**config.mk**
```make
export PLATFORM = sky130hd
export DESIGN_NAME = dcp_channel_regs
export DESIGN_NICKNAME = d
export VERILOG_FILES = /design/src/hw/dcp_slot_mem.v /design/src/hw/dcp_channel_regs.v
export VERILOG_INCLUDE_DIRS = /design/src /design/src/hw
export SDC_FILE = /design/constraint.sdc
export NUM_CORES = 1
export LEC_CHECK = 0
export ABC_AREA = 1
export BUFFER_PORTS_ARGS = -buffer_cell sky130_fd_sc_hd__buf_4
export CAP_MARGIN = 10
export CORE_ASPECT_RATIO = 1.25
export CORE_MARGIN = 3
export CORE_UTILIZATION = 53
export DETAILED_ROUTE_END_ITERATION = 12
export MAX_ROUTING_LAYER = met4
export PLACE_DENSITY = 0.7
export SYNTH_ARGS = -nofsm -noshare
export SYNTH_HDL_FRONTEND = slang
export SYNTH_SLANG_ARGS = --single-unit
```
**constraint.sdc**
```tcl
create_clock -name ref_clk_in -period 4.5 [get_ports ref_clk_in]
set_input_delay 0 -clock ref_clk_in [delete_from_list [all_inputs] [get_ports ref_clk_in]]
set_output_delay 0 -clock ref_clk_in [all_outputs]
set_load 0.1 [all_outputs]
```
**src/hw/dcp_consts.vh**
```
// constants of the periodic collection channel register block
`ifndef DCP_CONSTS_VH
`define DCP_CONSTS_VH
// register addresses, offset within a channel
`define DCP_A_SLOT0 7'h02
`define DCP_A_SLOT1 7'h04
`define DCP_A_SLOT2 7'h06
`define DCP_A_SLOT3 7'h08
`define DCP_A_PCTRL 7'h0A
`define DCP_A_CHCTL 7'h0B
`define DCP_A_WIPE 7'h0E
`define DCP_CH1_BASE 7'h10
`define DCP_WIPE_KEY 8'hFF
// periodic collection control byte
`define DCP_PC_MAN 0
`define DCP_PC_AUTO 1
`define DCP_PC_EN 2
// channel control byte
`define DCP_CC_BCK0 0
`define DCP_CC_BCK1 1
`define DCP_CC_EN 2
`define DCP_CC_MTEST 3
// status byte
`define DCP_ST_UV 0
`define DCP_ST_TS 2
`define DCP_ST_OC 3
`define DCP_ST_GD 4
`define DCP_ST_GA 5
`define DCP_ST_CR 6
`define DCP_ST_PL 7
`define DCP_ST_MASK 8'hFD
// sample high byte fields
`define DCP_HB_FAULT 7
`define DCP_HB_PEND 5
`define DCP_HB_UV 4
// memory word: {fault, low supply, 20-bit sample}
`define DCP_MW_FAULT 21
`define DCP_MW_UV 20
`define DCP_SID_HI 19
`define DCP_SID_LO 16
// spi frame
`define DCP_FRAME_BITS 6'h20
`define DCP_ADDR_BITS 6'h08
`define DCP_FR_WR 31
// timing
`define DCP_CLK_MHZ 40
`define DCP_STEP_NS 500
`define DCP_STEP_CYC (`DCP_STEP_NS * `DCP_CLK_MHZ / 1000)
`define DCP_AUTO_US 500
`define DCP_AUTO_CYC (`DCP_AUTO_US * `DCP_CLK_MHZ)
// synchroniser reset image: chip select idles high
`define DCP_SYNC_RST 10'h200
`endif

```
**src/hw/dcp_slot_mem.v**
```verilog
// per-slave receive buffer memory with registered read data
`timescale 1ns/1ps
module dcp_slot_mem #(
    parameter WIDTH = 22,
    parameter DEPTH = 4,
    parameter AW = 2
) (
    input wire ref_clk_in,
    input wire reset_n_in,
    input wire clear_in,
    input wire wr_en_in,
    input wire [AW-1:0] wr_addr_in,
    input wire [WIDTH-1:0] wr_data_in,
    input wire [AW-1:0] rd_addr_in,
    output reg [WIDTH-1:0] rd_data_out
);
    reg [WIDTH-1:0] mem [0:DEPTH-1];
    integer i;

    ////////////////////////////////////////////////////////////////////////
    // storage, zeroed on reset and on a channel wipe
    always @(posedge ref_clk_in or negedge reset_n_in) begin
        if (!reset_n_in) begin
            for (i = 0; i < DEPTH; i = i + 1) begin
                mem[i] <= {WIDTH{1'b0}};
            end
        end else if (clear_in) begin
            for (i = 0; i < DEPTH; i = i + 1) begin
                mem[i] <= {WIDTH{1'b0}};
            end
        end else if (wr_en_in) begin
            mem[wr_addr_in] <= wr_data_in;
        end
    end

    // read port
    always @(posedge ref_clk_in or negedge reset_n_in) begin
        if (!reset_n_in) begin
            rd_data_out <= {WIDTH{1'b0}};
        end else begin
            rd_data_out <= mem[rd_addr_in];
        end
    end
endmodule

```
**src/hw/dcp_channel_regs.v**
```verilog
// register logic of one periodic collection channel behind the spi port
//
// Contract
// RL1: sample high byte: fault bit7, pending bit5, low supply bit4, sample 19:16 low.
// RL2: sample bits 19:16 carry the source id, used as crc seed.
// RL3: fault flag set on crc fail, bad symbol or receiver disagreement.
// RL4: buffer low supply flag set when qualified supply low is reported.
// RL5: pending flag set whenever fresh slave data sits in the buffer.
// RL6: manual broadcast write sends one read, only in periodic mode, auto off.
// RL7: auto broadcast every 500 us; writes ignored outside periodic mode.
// RL8: periodic enable enters collection; blocks command traffic and configuration.
// RL9: periodic enable clears only through a channel wipe.
// RL10: broadcast reads delayed by delay field times 0.5 us steps.
// RL11: monitor test bit forces supply monitor low so low supply flags set.
// RL12: channel enable bit enables or disables channel when conditions allow.
// RL13: buffer check mode entered only when both check bits written together.
// RL14: check bits written with enable and pulse count win; others ignored.
// RL15: writing pulse count sends that many discovery pulses when allowed.
// RL16: status bit7 on pll unlock, bit6 on external clock out of range.
// RL17: status flags sticky, cleared only by writing zero to the bit.
// RL18: status bit5 analog ground open, bit4 digital ground open.
// RL19: status bit3 set on qualified overcurrent shutdown.
// RL20: status bit2 set on thermal limit.
// RL21: status bit0 on qualified supply low; bit1 reads zero.
// RL22: writing all ones to wipe byte resets all channel registers.
// RL23: one copy per channel, four identical slave buffers.
// RL24: unused bits read zero, ignore writes; all fields reset zero.
`timescale 1ns/1ps
`include "dcp_consts.vh"
module dcp_channel_regs #(
    parameter CHANNEL = 0,
    parameter AUTO_PERIOD = `DCP_AUTO_CYC,
    parameter AUTO_W = 16
) (
    input wire ref_clk_in,
    input wire reset_n_in,
    input wire spi_sck_in,
    input wire spi_cs_n_in,
    input wire spi_mosi_in,
    output reg spi_miso_out,
    output reg spi_miso_oe_out,
    input wire rx_valid_in,
    input wire [1:0] rx_slot_in,
    input wire [19:0] rx_sample_in,
    input wire rx_crc_bad_in,
    input wire rx_symbol_bad_in,
    input wire rx_mismatch_in,
    input wire pll_unlock_in,
    input wire ext_clock_range_in,
    input wire analog_ground_open_in,
    input wire digital_ground_open_in,
    input wire overcurrent_in,
    input wire thermal_in,
    input wire bus_supply_low_in,
    output reg [3:0] crc_seed_out,
    output reg broadcast_read_out,
    output reg periodic_collection_mode_out,
    output reg channel_enable_out,
    output reg buffer_check_mode_out,
    output reg supply_monitor_test_out,
    output reg discovery_start_out,
    output reg [2:0] discovery_pulse_count_out
);
    localparam [6:0] BASE = (CHANNEL != 0) ? `DCP_CH1_BASE : 7'h00; // [RL23]
    localparam STEP_I = `DCP_STEP_CYC;
    localparam AUTO_I = AUTO_PERIOD - 1;
    localparam [12:0] STEP = STEP_I[12:0];
    localparam [AUTO_W-1:0] AUTO_LAST = AUTO_I[AUTO_W-1:0];

    ////////////////////////////////////////////////////////////////////////
    // three-stage synchronisers; a level counts once stages two and three agree
    wire [9:0] raw = {spi_cs_n_in, spi_sck_in, spi_mosi_in, pll_unlock_in, ext_clock_range_in,
        analog_ground_open_in, digital_ground_open_in, overcurrent_in, thermal_in, bus_supply_low_in};
    reg [9:0] sync1;
    reg [9:0] sync2;
    reg [9:0] sync3;
    reg [9:0] filt;
    localparam [9:0] SRST = `DCP_SYNC_RST;
    genvar g;
    generate
        for (g = 0; g < 10; g = g + 1) begin : gen_sync
            always @(posedge ref_clk_in or negedge reset_n_in) begin
                if (!reset_n_in) begin
                    sync1[g] <= SRST[g];
                    sync2[g] <= SRST[g];
                    sync3[g] <= SRST[g];
                    filt[g] <= SRST[g];
                end else begin
                    sync1[g] <= raw[g];
                    sync2[g] <= sync1[g];
                    sync3[g] <= sync2[g];
                    if (sync2[g] == sync3[g]) begin
                        filt[g] <= sync3[g];
                    end
                end
            end
        end
    endgenerate
    wire cs_act = ~filt[9];
    wire sck = filt[8];
    wire mosi = filt[7];
    wire [6:0] fault_in = filt[6:0];

    ////////////////////////////////////////////////////////////////////////
    // spi frame: bit31 write, 30:24 address, three data bytes
    reg sck_prev;
    reg cs_prev;
    reg [31:0] rx_shift;
    reg [31:0] tx_shift;
    reg [5:0] bit_cnt;
    reg [6:0] addr;
    wire sck_rise = cs_act & sck & ~sck_prev;
    wire sck_fall = cs_act & ~sck & sck_prev;
    wire frame_end = cs_prev & ~cs_act;
    wire frame_ok = frame_end & (bit_cnt == `DCP_FRAME_BITS);
    wire wr_frame = frame_ok & rx_shift[`DCP_FR_WR];
    wire [6:0] fr_addr = rx_shift[30:24];
    wire [7:0] b2 = rx_shift[23:16];
    wire [7:0] b3 = rx_shift[15:8];
    wire [7:0] b4 = rx_shift[7:0];
    reg [23:0] rd_word;

    // shift registers and bit counter
    always @(posedge ref_clk_in or negedge reset_n_in) begin
        if (!reset_n_in) begin
            sck_prev <= 1'b0;
            cs_prev <= 1'b0;
            rx_shift <= 32'h00000000;
            tx_shift <= 32'h00000000;
            bit_cnt <= 6'h00;
            addr <= 7'h00;
            spi_miso_out <= 1'b0;
            spi_miso_oe_out <= 1'b0;
        end else begin
            sck_prev <= sck;
            cs_prev <= cs_act;
            spi_miso_oe_out <= cs_act;
            spi_miso_out <= tx_shift[31];
            if (frame_end) begin
                bit_cnt <= 6'h00;
                tx_shift <= {1'b0, fr_addr, rd_word}; // answer goes out in the next frame
            end else if (sck_rise) begin
                rx_shift <= {rx_shift[30:0], mosi};
                if (bit_cnt != `DCP_FRAME_BITS) begin
                    bit_cnt <= bit_cnt + 6'h01;
                end
                if (bit_cnt == `DCP_ADDR_BITS - 6'h01) begin
                    addr <= {rx_shift[5:0], mosi};
                end
            end else if (sck_fall) begin
                tx_shift <= {tx_shift[30:0], 1'b0};
            end
        end
    end

    ////////////////////////////////////////////////////////////////////////
    // control registers
    reg periodic_en;
    reg auto_bc;
    reg [7:0] bc_delay;
    reg [7:0] status;
    reg [3:0] pending;
    reg manual_trig;
    wire wipe = wr_frame & (fr_addr == BASE + `DCP_A_WIPE) & (b2 == `DCP_WIPE_KEY); // [RL22]
    wire wr_pc = wr_frame & (fr_addr == BASE + `DCP_A_PCTRL);
    wire wr_cc = wr_frame & (fr_addr == BASE + `DCP_A_CHCTL);
    wire both_bck = b2[`DCP_CC_BCK1] & b2[`DCP_CC_BCK0];
    wire uv_now = fault_in[0] | supply_monitor_test_out; // [RL11]
    wire [7:0] events = {fault_in[6], fault_in[5], fault_in[4], fault_in[3],
        fault_in[2], fault_in[1], 1'b0, uv_now};

    // periodic mode, broadcast, delay and channel control
    always @(posedge ref_clk_in or negedge reset_n_in) begin
        if (!reset_n_in) begin
            periodic_en <= 1'b0;
            auto_bc <= 1'b0;
            bc_delay <= 8'h00;
            manual_trig <= 1'b0;
            channel_enable_out <= 1'b0;
            buffer_check_mode_out <= 1'b0;
            supply_monitor_test_out <= 1'b0;
            discovery_start_out <= 1'b0;
            discovery_pulse_count_out <= 3'h0;
            periodic_collection_mode_out <= 1'b0;
        end else if (wipe) begin
            periodic_en <= 1'b0; // [RL9] [RL22]
            auto_bc <= 1'b0;
            bc_delay <= 8'h00;
            manual_trig <= 1'b0;
            channel_enable_out <= 1'b0;
            buffer_check_mode_out <= 1'b0;
            supply_monitor_test_out <= 1'b0;
            discovery_start_out <= 1'b0;
            discovery_pulse_count_out <= 3'h0;
            periodic_collection_mode_out <= 1'b0;
        end else begin
            manual_trig <= 1'b0;
            discovery_start_out <= 1'b0;
            periodic_collection_mode_out <= periodic_en;
            if (wr_pc) begin
                if (b2[`DCP_PC_EN]) begin
                    periodic_en <= 1'b1; // [RL8] a zero never clears it [RL9]
                end
                if (periodic_en) begin
                    auto_bc <= b2[`DCP_PC_AUTO]; // [RL7]
                end
                if (periodic_en & ~auto_bc & b2[`DCP_PC_MAN]) begin
                    manual_trig <= 1'b1; // [RL6]
                end
                if (~periodic_en) begin
                    bc_delay <= b3; // configuration frozen in periodic mode [RL8]
                end
            end
            if (wr_cc & ~periodic_en) begin
                supply_monitor_test_out <= b2[`DCP_CC_MTEST];
                if (both_bck) begin
                    buffer_check_mode_out <= 1'b1; // [RL13] [RL14]
                end else begin
                    channel_enable_out <= b2[`DCP_CC_EN]; // [RL12]
                    discovery_pulse_count_out <= b3[2:0];
                    discovery_start_out <= (b3[2:0] != 3'h0) & channel_enable_out; // [RL15]
                end
            end
        end
    end

    ////////////////////////////////////////////////////////////////////////
    // sticky status, set wins over a write of zero
    always @(posedge ref_clk_in or negedge reset_n_in) begin
        if (!reset_n_in) begin
            status <= 8'h00;
        end else if (wipe) begin
            status <= 8'h00;
        end else if (wr_cc) begin
            status <= ((status & b4) | events) & `DCP_ST_MASK; // [RL17] [RL21] [RL24]
        end else begin
            status <= (status | events) & `DCP_ST_MASK; // [RL16] [RL18] [RL19] [RL20]
        end
    end

    ////////////////////////////////////////////////////////////////////////
    // broadcast read timing: auto period and trigger-to-send delay
    reg [AUTO_W-1:0] auto_cnt;
    reg auto_trig;
    reg dly_busy;
    reg [12:0] dly_cnt;
    wire [12:0] dly_load = {5'h00, bc_delay} * STEP; // [RL10]

    // auto broadcast period counter
    always @(posedge ref_clk_in or negedge reset_n_in) begin
        if (!reset_n_in) begin
            auto_cnt <= {AUTO_W{1'b0}};
            auto_trig <= 1'b0;
        end else begin
            auto_trig <= 1'b0;
            if (~auto_bc | wipe) begin
                auto_cnt <= {AUTO_W{1'b0}};
            end else if (auto_cnt == AUTO_LAST) begin
                auto_cnt <= {AUTO_W{1'b0}};
                auto_trig <= 1'b1; // [RL7]
            end else begin
                auto_cnt <= auto_cnt + {{(AUTO_W-1){1'b0}}, 1'b1};
            end
        end
    end

    // delay counter; a trigger while one is pending is dropped
    always @(posedge ref_clk_in or negedge reset_n_in) begin
        if (!reset_n_in) begin
            dly_busy <= 1'b0;
            dly_cnt <= 13'h0000;
            broadcast_read_out <= 1'b0;
        end else begin
            broadcast_read_out <= 1'b0;
            if (wipe) begin
                dly_busy <= 1'b0;
                dly_cnt <= 13'h0000;
            end else if (dly_busy) begin
                if (dly_cnt == 13'h0000) begin
                    dly_busy <= 1'b0;
                    broadcast_read_out <= 1'b1; // [RL10]
                end else begin
                    dly_cnt <= dly_cnt - 13'h0001;
                end
            end else if (manual_trig | auto_trig) begin
                dly_busy <= 1'b1;
                dly_cnt <= dly_load;
            end
        end
    end

    ////////////////////////////////////////////////////////////////////////
    // receive buffers: store sample with flags, raise pending, pass seed
    wire [21:0] mem_rd;
    wire rx_fault = rx_crc_bad_in | rx_symbol_bad_in | rx_mismatch_in; // [RL3]
    wire [21:0] mem_wr = {rx_fault, uv_now, rx_sample_in}; // [RL4]
    wire [1:0] rd_slot = addr[2:1] - 2'h1;
    wire is_slot = (addr == BASE + `DCP_A_SLOT0) | (addr == BASE + `DCP_A_SLOT1) |
        (addr == BASE + `DCP_A_SLOT2) | (addr == BASE + `DCP_A_SLOT3);
    wire slot_read = frame_ok & ~rx_shift[`DCP_FR_WR] & is_slot & (fr_addr == addr);

    dcp_slot_mem #(
        .WIDTH(22),
        .DEPTH(4),
        .AW(2)
    ) u_mem (
        .ref_clk_in(ref_clk_in),
        .reset_n_in(reset_n_in),
        .clear_in(wipe),
        .wr_en_in(rx_valid_in),
        .wr_addr_in(rx_slot_in),
        .wr_data_in(mem_wr),
        .rd_addr_in(rd_slot),
        .rd_data_out(mem_rd)
    );

    // pending flags, fresh data wins over the clearing read
    always @(posedge ref_clk_in or negedge reset_n_in) begin
        if (!reset_n_in) begin
            pending <= 4'h0;
            crc_seed_out <= 4'h0;
        end else if (wipe) begin
            pending <= 4'h0;
            crc_seed_out <= 4'h0;
        end else begin
            if (slot_read) begin
                pending[rd_slot] <= 1'b0;
            end
            if (rx_valid_in) begin
                pending[rx_slot_in] <= 1'b1; // [RL5]
                crc_seed_out <= rx_sample_in[`DCP_SID_HI:`DCP_SID_LO]; // [RL2]
            end
        end
    end

    ////////////////////////////////////////////////////////////////////////
    // read data mux for the addressed register
    always @* begin
        rd_word = 24'h000000;
        if (is_slot) begin
            rd_word[23:16] = {mem_rd[`DCP_MW_FAULT], 1'b0, pending[rd_slot], mem_rd[`DCP_MW_UV],
                mem_rd[`DCP_SID_HI:`DCP_SID_LO]}; // [RL1]
            rd_word[15:0] = mem_rd[15:0];
        end else if (addr == BASE + `DCP_A_PCTRL) begin
            rd_word[23:16] = {5'h00, periodic_en, auto_bc, 1'b0};
            rd_word[15:8] = bc_delay;
        end else if (addr == BASE + `DCP_A_CHCTL) begin
            rd_word[23:16] = {4'h0, supply_monitor_test_out, channel_enable_out,
                buffer_check_mode_out, buffer_check_mode_out}; // [RL24]
            rd_word[15:8] = {5'h00, discovery_pulse_count_out};
            rd_word[7:0] = status;
        end
    end
endmodule

```
# Word-level counts from Yosys, hierarchy flattened
# Cells that the tools add are included.
[totals]
mem_bits_rw = 0
mem_bits_ro = 0
output_inout_bits = 15
wordCells = 252
latch_bits = 0
ff_bits = 297
inputBits = 38
n_memories = 0
[classes]
shifts = 0
n_reduce_logical = 25
multipliers = 1
muxes = 74
bitwise_logic = 42
n_eq_ne = 29
div = 0
n_addsub = 4
order_cmp = 7
[op_table]
columns = ["op", "count"]
rows = [
  ["$mux W88", 2],
  ["$mux W32", 3],
  ["$bwmux W88", 1],
  ["$mux W22", 3],
  ["$mux W13", 4],
  ["$mux W16", 3],
  ["$mux W8", 6],
  ["$bmux W22 S2", 1],
  ["$demux W22 S2", 1],
  ["$eq A7 B4 Y1 const B", 6],
  ["$mux W1", 33],
  ["$mux W24", 1],
  ["$mux W4", 6],
  ["$mux W20", 1],
  ["$and A1 B1 Y1", 19],
  ["$mux W6", 3],
  ["$reduce_and A2 Y1", 9],
  ["$reduce_bool A2 Y1", 9],
  ["$add A16 B1 Y16 const B", 1],
  ["$eq A16 B15 Y1 const B", 1],
  ["$or A8 B8 Y8", 2],
  ["$eq A7 B3 Y1 const B", 2],
  ["$logic_not A13 Y1", 1],
  ["$sub A13 B1 Y13 const B", 1],
  ["30 further kinds", 63],
]

# Longest topological paths before layout
[depth]
word_depth = 12
mapped_depth = 11
depth_no_buf = 11

# By module
# From an unflattened synthesis, not the netlist that was laid out.
[hier_totals]
hier_cells = 1691
area_unflattened_um2 = 13832.0
[by_module_without_submodules]
columns = ["mod", "cells_each", "seq_area_each_um2", "instances", "area_each_um2"]
rows = [
  ["dcp_channel_regs", 999, 4659.5, 1, 8640.8],
  ["dcp_slot_mem", 692, 2752.6, 1, 5191.2],
]

# Worst setup path after synthesis
# No wires, ideal clock.
[synth_path]
path_type = "register -> register"
start = "register addr[1]"
end = "register u_mem.rd_data_out[10]"
path_buffers = 3
path_stages_with_launch = 9
period_less_slack_ns = 2.040
t_required_ns = 4.418
arrival_ns = 1.957
setup_slack_ns = 2.460
setup_ns = 0.082
path_cell_list = "dfrtp_1 > inv_1 > clkbuf_1 > buf_1 > ha_1 > inv_1 > clkbuf_1 > o21ai_0 > o22ai_1"
[synth_via]
elab_chain_len = 5
[synth_rtl]
columns = ["element", "line_no", "text"]
rows = [
  ["from (decl)", "dcp_channel_regs.v:111", "reg [6:0] addr;"],
  ["from (signal assigned)", "dcp_channel_regs.v:148", "addr <= {rx_shift[5:0], mosi};"],
  ["$sub A2 B1 Y2", "dcp_channel_regs.v:297", "wire [1:0] rd_slot = addr[2:1] - 2'h1;"],
  ["$not A2 Y3 (implied by the code)", "dcp_slot_mem.v:41", "rd_data_out <= mem[rd_addr_in];"],
  ["$bmux W22 S2", "dcp_slot_mem.v:41", ""],
  ["$mux W22 (implied by the code) (2 in a row)", "dcp_slot_mem.v:41", ""],
  ["to (signal assigned)", "dcp_slot_mem.v:39", "rd_data_out <= {WIDTH{1'b0}};"],
  ["to (signal assigned)", "dcp_slot_mem.v:41", ""],
  ["to (decl)", "dcp_slot_mem.v:15", "output reg [WIDTH-1:0] rd_data_out"],
]
# Every way passes these cells. The select of a mux whose other input is x is not followed.
# A chain may end at the register's enable or synchronous reset.

# Worst setup path after layout
[layout_path]
start = "register filt[9]"
end = "register dly_cnt[6]"
[layout_via]
elab_chain_len = 7
word_cells_on_any_way = 9
cone_classes = "1 x eq/ne; 1 x mux; 5 x bitwise; 2 x reduce/logical"
[layout_rtl]
columns = ["element", "line_no", "text"]
rows = [
  ["from (decl)", "dcp_channel_regs.v:77", "reg [9:0] filt;"],
  ["from (signal, indexed assignment)", "dcp_channel_regs.v:87", "filt[g] <= SRST[g];"],
  ["from (signal, indexed assignment)", "dcp_channel_regs.v:93", "filt[g] <= sync3[g];"],
  ["$and A1 B1 Y1 (*)", "dcp_channel_regs.v:114", "wire frame_end = cs_prev & ~cs_act;"],
  ["$and A1 B1 Y1 (*)", "dcp_channel_regs.v:115", "wire frame_ok = frame_end & (bit_cnt == `DCP_FRAME_BITS);"],
  ["$and A1 B1 Y1 (*)", "dcp_channel_regs.v:116", "wire wr_frame = frame_ok & rx_shift[`DCP_FR_WR];"],
  ["$and A1 B1 Y1 (*) (2 in a row)", "dcp_channel_regs.v:164", "wire wipe = wr_frame & (fr_addr == BASE + `DCP_A_WIPE) & (b2 == `DCP_WIPE_KEY);"],
  ["$ne A3 B3 Y1 (no source line) or $reduce_bool A3 Y1 (tied branches)", "n/a", ""],
  ["$reduce_and A2 Y1 (no source line)", "n/a", ""],
  ["to (signal assigned)", "dcp_channel_regs.v:283", "dly_cnt <= dly_cnt - 13'h0001;"],
  ["to (signal assigned)", "dcp_channel_regs.v:287", "dly_cnt <= dly_load;"],
  ["to (decl)", "dcp_channel_regs.v:246", "reg [12:0] dly_cnt;"],
]
# Every way passes the cells marked *; elsewhere a longest branch is shown, timed or not.

==> run summary <==
• **aggregate negative setup slack** 0 ps
• **die width** 147 um
• **measured slew at the worst slew-check pin** 1060 ps
• **RSZ-0062 raised after global routing** false
• **synth-to-layout area growth** 15.7%
• **ratio of total power to cell area** 433 nW/um2
• **sum of overflow across all layers after global routing** 0
• **cell area after placement** 13,800 um2
• **final setup violation count** 0
• **count of warnings emitted by yosys** 0
• **total half-perimeter wirelength after legalization and detailed placement** 19,700 um
• **share of the clock period used by the worst path after layout** 65.0%
• **number of distinct library cells after synthesis** 38
• **Avg Synthesized Cell Area** 8.46 um2
• **placeable core region** 24,000 um2
• **number of nets in the finished design** 1,688
• **total number of placement rows** 63
• **Final Hold Fails** 0
• **critical path launch point type** register
• **sinks on the clock net** 296
• **combinational share of power** 11.8%
• **wire length of the first global-routing pass** 52,100 um
• **number of slew-limit violations in the final report** 0
• **Synthesized Nets** 1,613
• **largest clock skew in the final design** 31.9 ps
• **cell with the biggest individual delay on the critical path** dfstp_2
• **Root Buffer Master** clkbuf_16
• **violation count after the first detailed-route iteration** 744
• **average wire per cell in the routed design** 15.6 um
• **initial standard-cell utilization of the core** 54.6%
• **top achievable clock speed** 342 MHz
• **Data required, critical path** 4930 ps
• **headroom to the max-slew limit** 29.2%
• **First-pass DRT Iterations** 5
• **Final Instance Count excl. Fillers** 1,977
• **Design Power** 6580 uW
• **total instance count after detailed placement** 1,887
• **type of the worst setup path** reg2reg
• **Min Hold Slack** 94.0 ps
• **worst hold path class** in2reg
• **Worst Hold Launch** rx_slot_in[0]
• **register-to-register setup slack** 1570 ps
• **total global routing track utilization** 24.1%
• **Critical R2R Capture** dly_cnt[6]
• **Die Height** 182 um
• **Worst Hold Path EP** u_mem.mem[83]
• **cell occurring most often along the worst timing path** nand2_1
• **htree depth** 1
• **initial antenna violation count** 0
• **proportion of total power due to net switching** 26.5%
• **cell-by-cell trace of the critical path** nand2_1 -> buf_4 -> inv_1 -> buf_4 -> nand3_2 -> nor2_1 -> nand2_1 -> nand2_1 -> inv_2 -> nand2_1 -> o21ai_0
• **synthesized instance count** 1,553
• **ports placed on the boundary** 53
• **deepest clock path buffer count** 3
• **min cycle time layout** 2930 ps
• **clock latency on the worst-skew pair** 560 ps
• **post-detailed-routing wire length** 30,800 um
• **antenna diode count** 0
• **number of I/O port buffers** 52
• **Via-to-Cell Ratio** 5.41
• **summed area of non-filler cells in the final layout** 15,200 um2
• **cell-internal power** 4840 uW
• **number of buffers inserted during clock tree synthesis** 30
• **sequential share of power** 48.5%
• **count of nets left with antenna violations after detail routing** 0
• **R2R depth** 11
• **startpoint of the lowest-slack register-to-register path** filt[9]
• **overall via count from detail_route** 10,700
• **Seq cells post-synth** 296
• **clock tree from TritonCTS** done
• **Die Footprint** 26,700 um2
• **Netlist Area Pre-Place** 13,100 um2
• **fraction of the yosys area taken by sequential cells** 56.4%
• **maximum number of pins on one net before global-route repair** 112
• **leakage power** 0.00728 uW
• **clock network fraction of design power** 39.8%
• **last weighted congestion value of the routability-driven placer** 0.891
• **share of layout cells above drive strength 1** 8.60%
• **type of destination of the critical path** register
• **CP arrival** 3360 ps
• **clock-pin slew on the worst setup and hold paths** 60 ps
• **peak per-stage delay on the critical path** 550 ps
• **via count of the first global-routing pass** 10,400
• **number of maximum-capacitance violations** 0
• **maximum VDD drop** 345 uV
• **maximum fanout count along the critical path** 29
• **run status** completed
• **switching power** 1750 uW
• **drt drc** 0
• **post-CTS repair timing setup buffer count** 0
• **worst hold path cell count** 5
-- state kept, by name, summed over array words and instances (netlist names), 10 cells and up --
name               cells
u_mem.mem             88
rx_shift              32
tx_shift              32
u_mem.rd_data_out     22
auto_cnt              16
dly_cnt               13
sync1                 10
sync2                 10
sync3                 10
-- power groups by stage --
stage,clock network [uW],registers (uW),logic (uW)
floorplan,0,3220,475
global placement,0,3230,727
detailed placement,0,3230,751
CTS,2660,3190,780
global route,2780,3230,891
finish,2620,3190,775
-- synth_stat cells --
library cell	n	share of area [%]
a21oi_1	107	4.1
a22o_1	1	0.067
a22oi_1	2	0.11
a31oi_1	6	0.29
and3_1	1	0.048
buf_1	2	0.057
buf_2	14	0.53
buf_4	8	0.46
clkbuf_1	36	1.0
clkinv_1	5	0.14
clkinv_2	1	0.038
dfrtp_1	292	56
dfstp_2	4	0.80
fa_1	1	0.15
ha_1	21	2.0
inv_1	106	3.0
inv_2	6	0.17
maj3_1	10	0.76
nand2_1	479	14
nand2_2	4	0.19
nand3_1	71	2.7
nand3_2	1	0.076
nand4_1	18	0.86
nor2_1	150	4.3
nor3_1	16	0.61
nor3_2	2	0.15
nor3_4	2	0.25
nor3b_1	1	0.057
nor4_1	1	0.048
o211ai_1	2	0.11
o21ai_0	137	5.2
o21ai_1	5	0.19
o22ai_1	27	1.3
o31ai_1	2	0.11
or2_2	1	0.048
or3_1	1	0.048
xnor2_1	2	0.13
xor2_1	8	0.53
-- layout make-up --
type,instances,area [um2]
fill,2028,8840
sequential,296,7410
multi-input combinational,1079,5010
timing repair buffer,103,878
clock buffer,39,846
inverter,118,444
tap,325,407
clock inverter,17,204
-- how the worst max path moves through the flow --
stage,startpoint,endpoint,slack [ps],depth (start not counted)
2_1_floorplan,addr[1],u_mem.rd_data_out[10],2460,8
3_3_place_gp,filt[9],u_mem.mem[20],1690,8
3_5_place_dp,filt[9],dly_cnt[6],1590,11
4_1_cts,filt[9],dly_cnt[6],1590,11
5_1_grt,filt[9],auto_cnt[9],1350,11
6_report,filt[9],dly_cnt[6],1570,11
-- routing by layer --
metal / track usage [%] / part of all wire [%]
met3: 3.37 / 5.9
met4: 7.12 / 2.6
met5: - / 0
met1: 32.6 / 45
met2: 38.4 / 47
-- logic make-up (layout without fill, tap and decap cells) --
| kind of cell | after synthesis | after routing | share of synthesized area (%) |
|---|---|---|---|
| adder cells (fa/ha/maj) | 32 | 32 | 2.91 |
| AO/OA/AOI/OAI | 289 | 289 | 11.5 |
| XOR/XNOR | 10 | 10 | 0.667 |
| flip-flops | 296 | 296 | 56.4 |
| AND/OR/NAND/NOR | 748 | 748 | 23.1 |
| buffers and inverters | 178 | 277 | 5.46 |
-- per-stage QoR --
step,worst slack (ps),util (%)
after floorplan,2460,-
after CTS,1590,63.2
after global placement,1690,57.4
after global routing,1350,63.2
final,1570,63.2
after detailed placement,1590,57.4
-- cells in the final DEF (no fill, tap or decap), types with 2 or more instances in the layout --
cell             n
nand3_1         71
nor3_4           2
nand4_1         18
nor3_1          16
a31oi_1          6
dfrtp_1        292
nor2_1         150
nor3_2           2
o211ai_1         2
o31ai_1          2
clkbuf_1         4
inv_2            6
xnor2_1          2
o21ai_1          5
clkbuf_16       31
a22oi_1          2
clkinv_2         8
bufinv_16        4
a21oi_1        107
clkbuf_8         4
o22ai_1         27
dfstp_2          4
maj3_1          10
nand2_1        479
inv_1          106
ha_1            21
clkinvlp_4       3
xor2_1           8
inv_6            3
clkinv_1         5
nand2_2          4
dlygate4sd3_1   34
o21ai_0        137
buf_4           67
-- worst max-delay path: cells and delay by family, from the launching register on --
kind	cells	cell delay, ps
AO/OA/AOI/OAI	1	90
AND/OR/NAND/NOR	6	1430
flip-flops	1	550
buffers and inverters	4	710
-- repair_timing --
action,in CTS,in global routing
hold buffers,34,0
gates resized for setup,0,0
hold endpoints to repair,206,0
(Power assumes the default switching activity.)
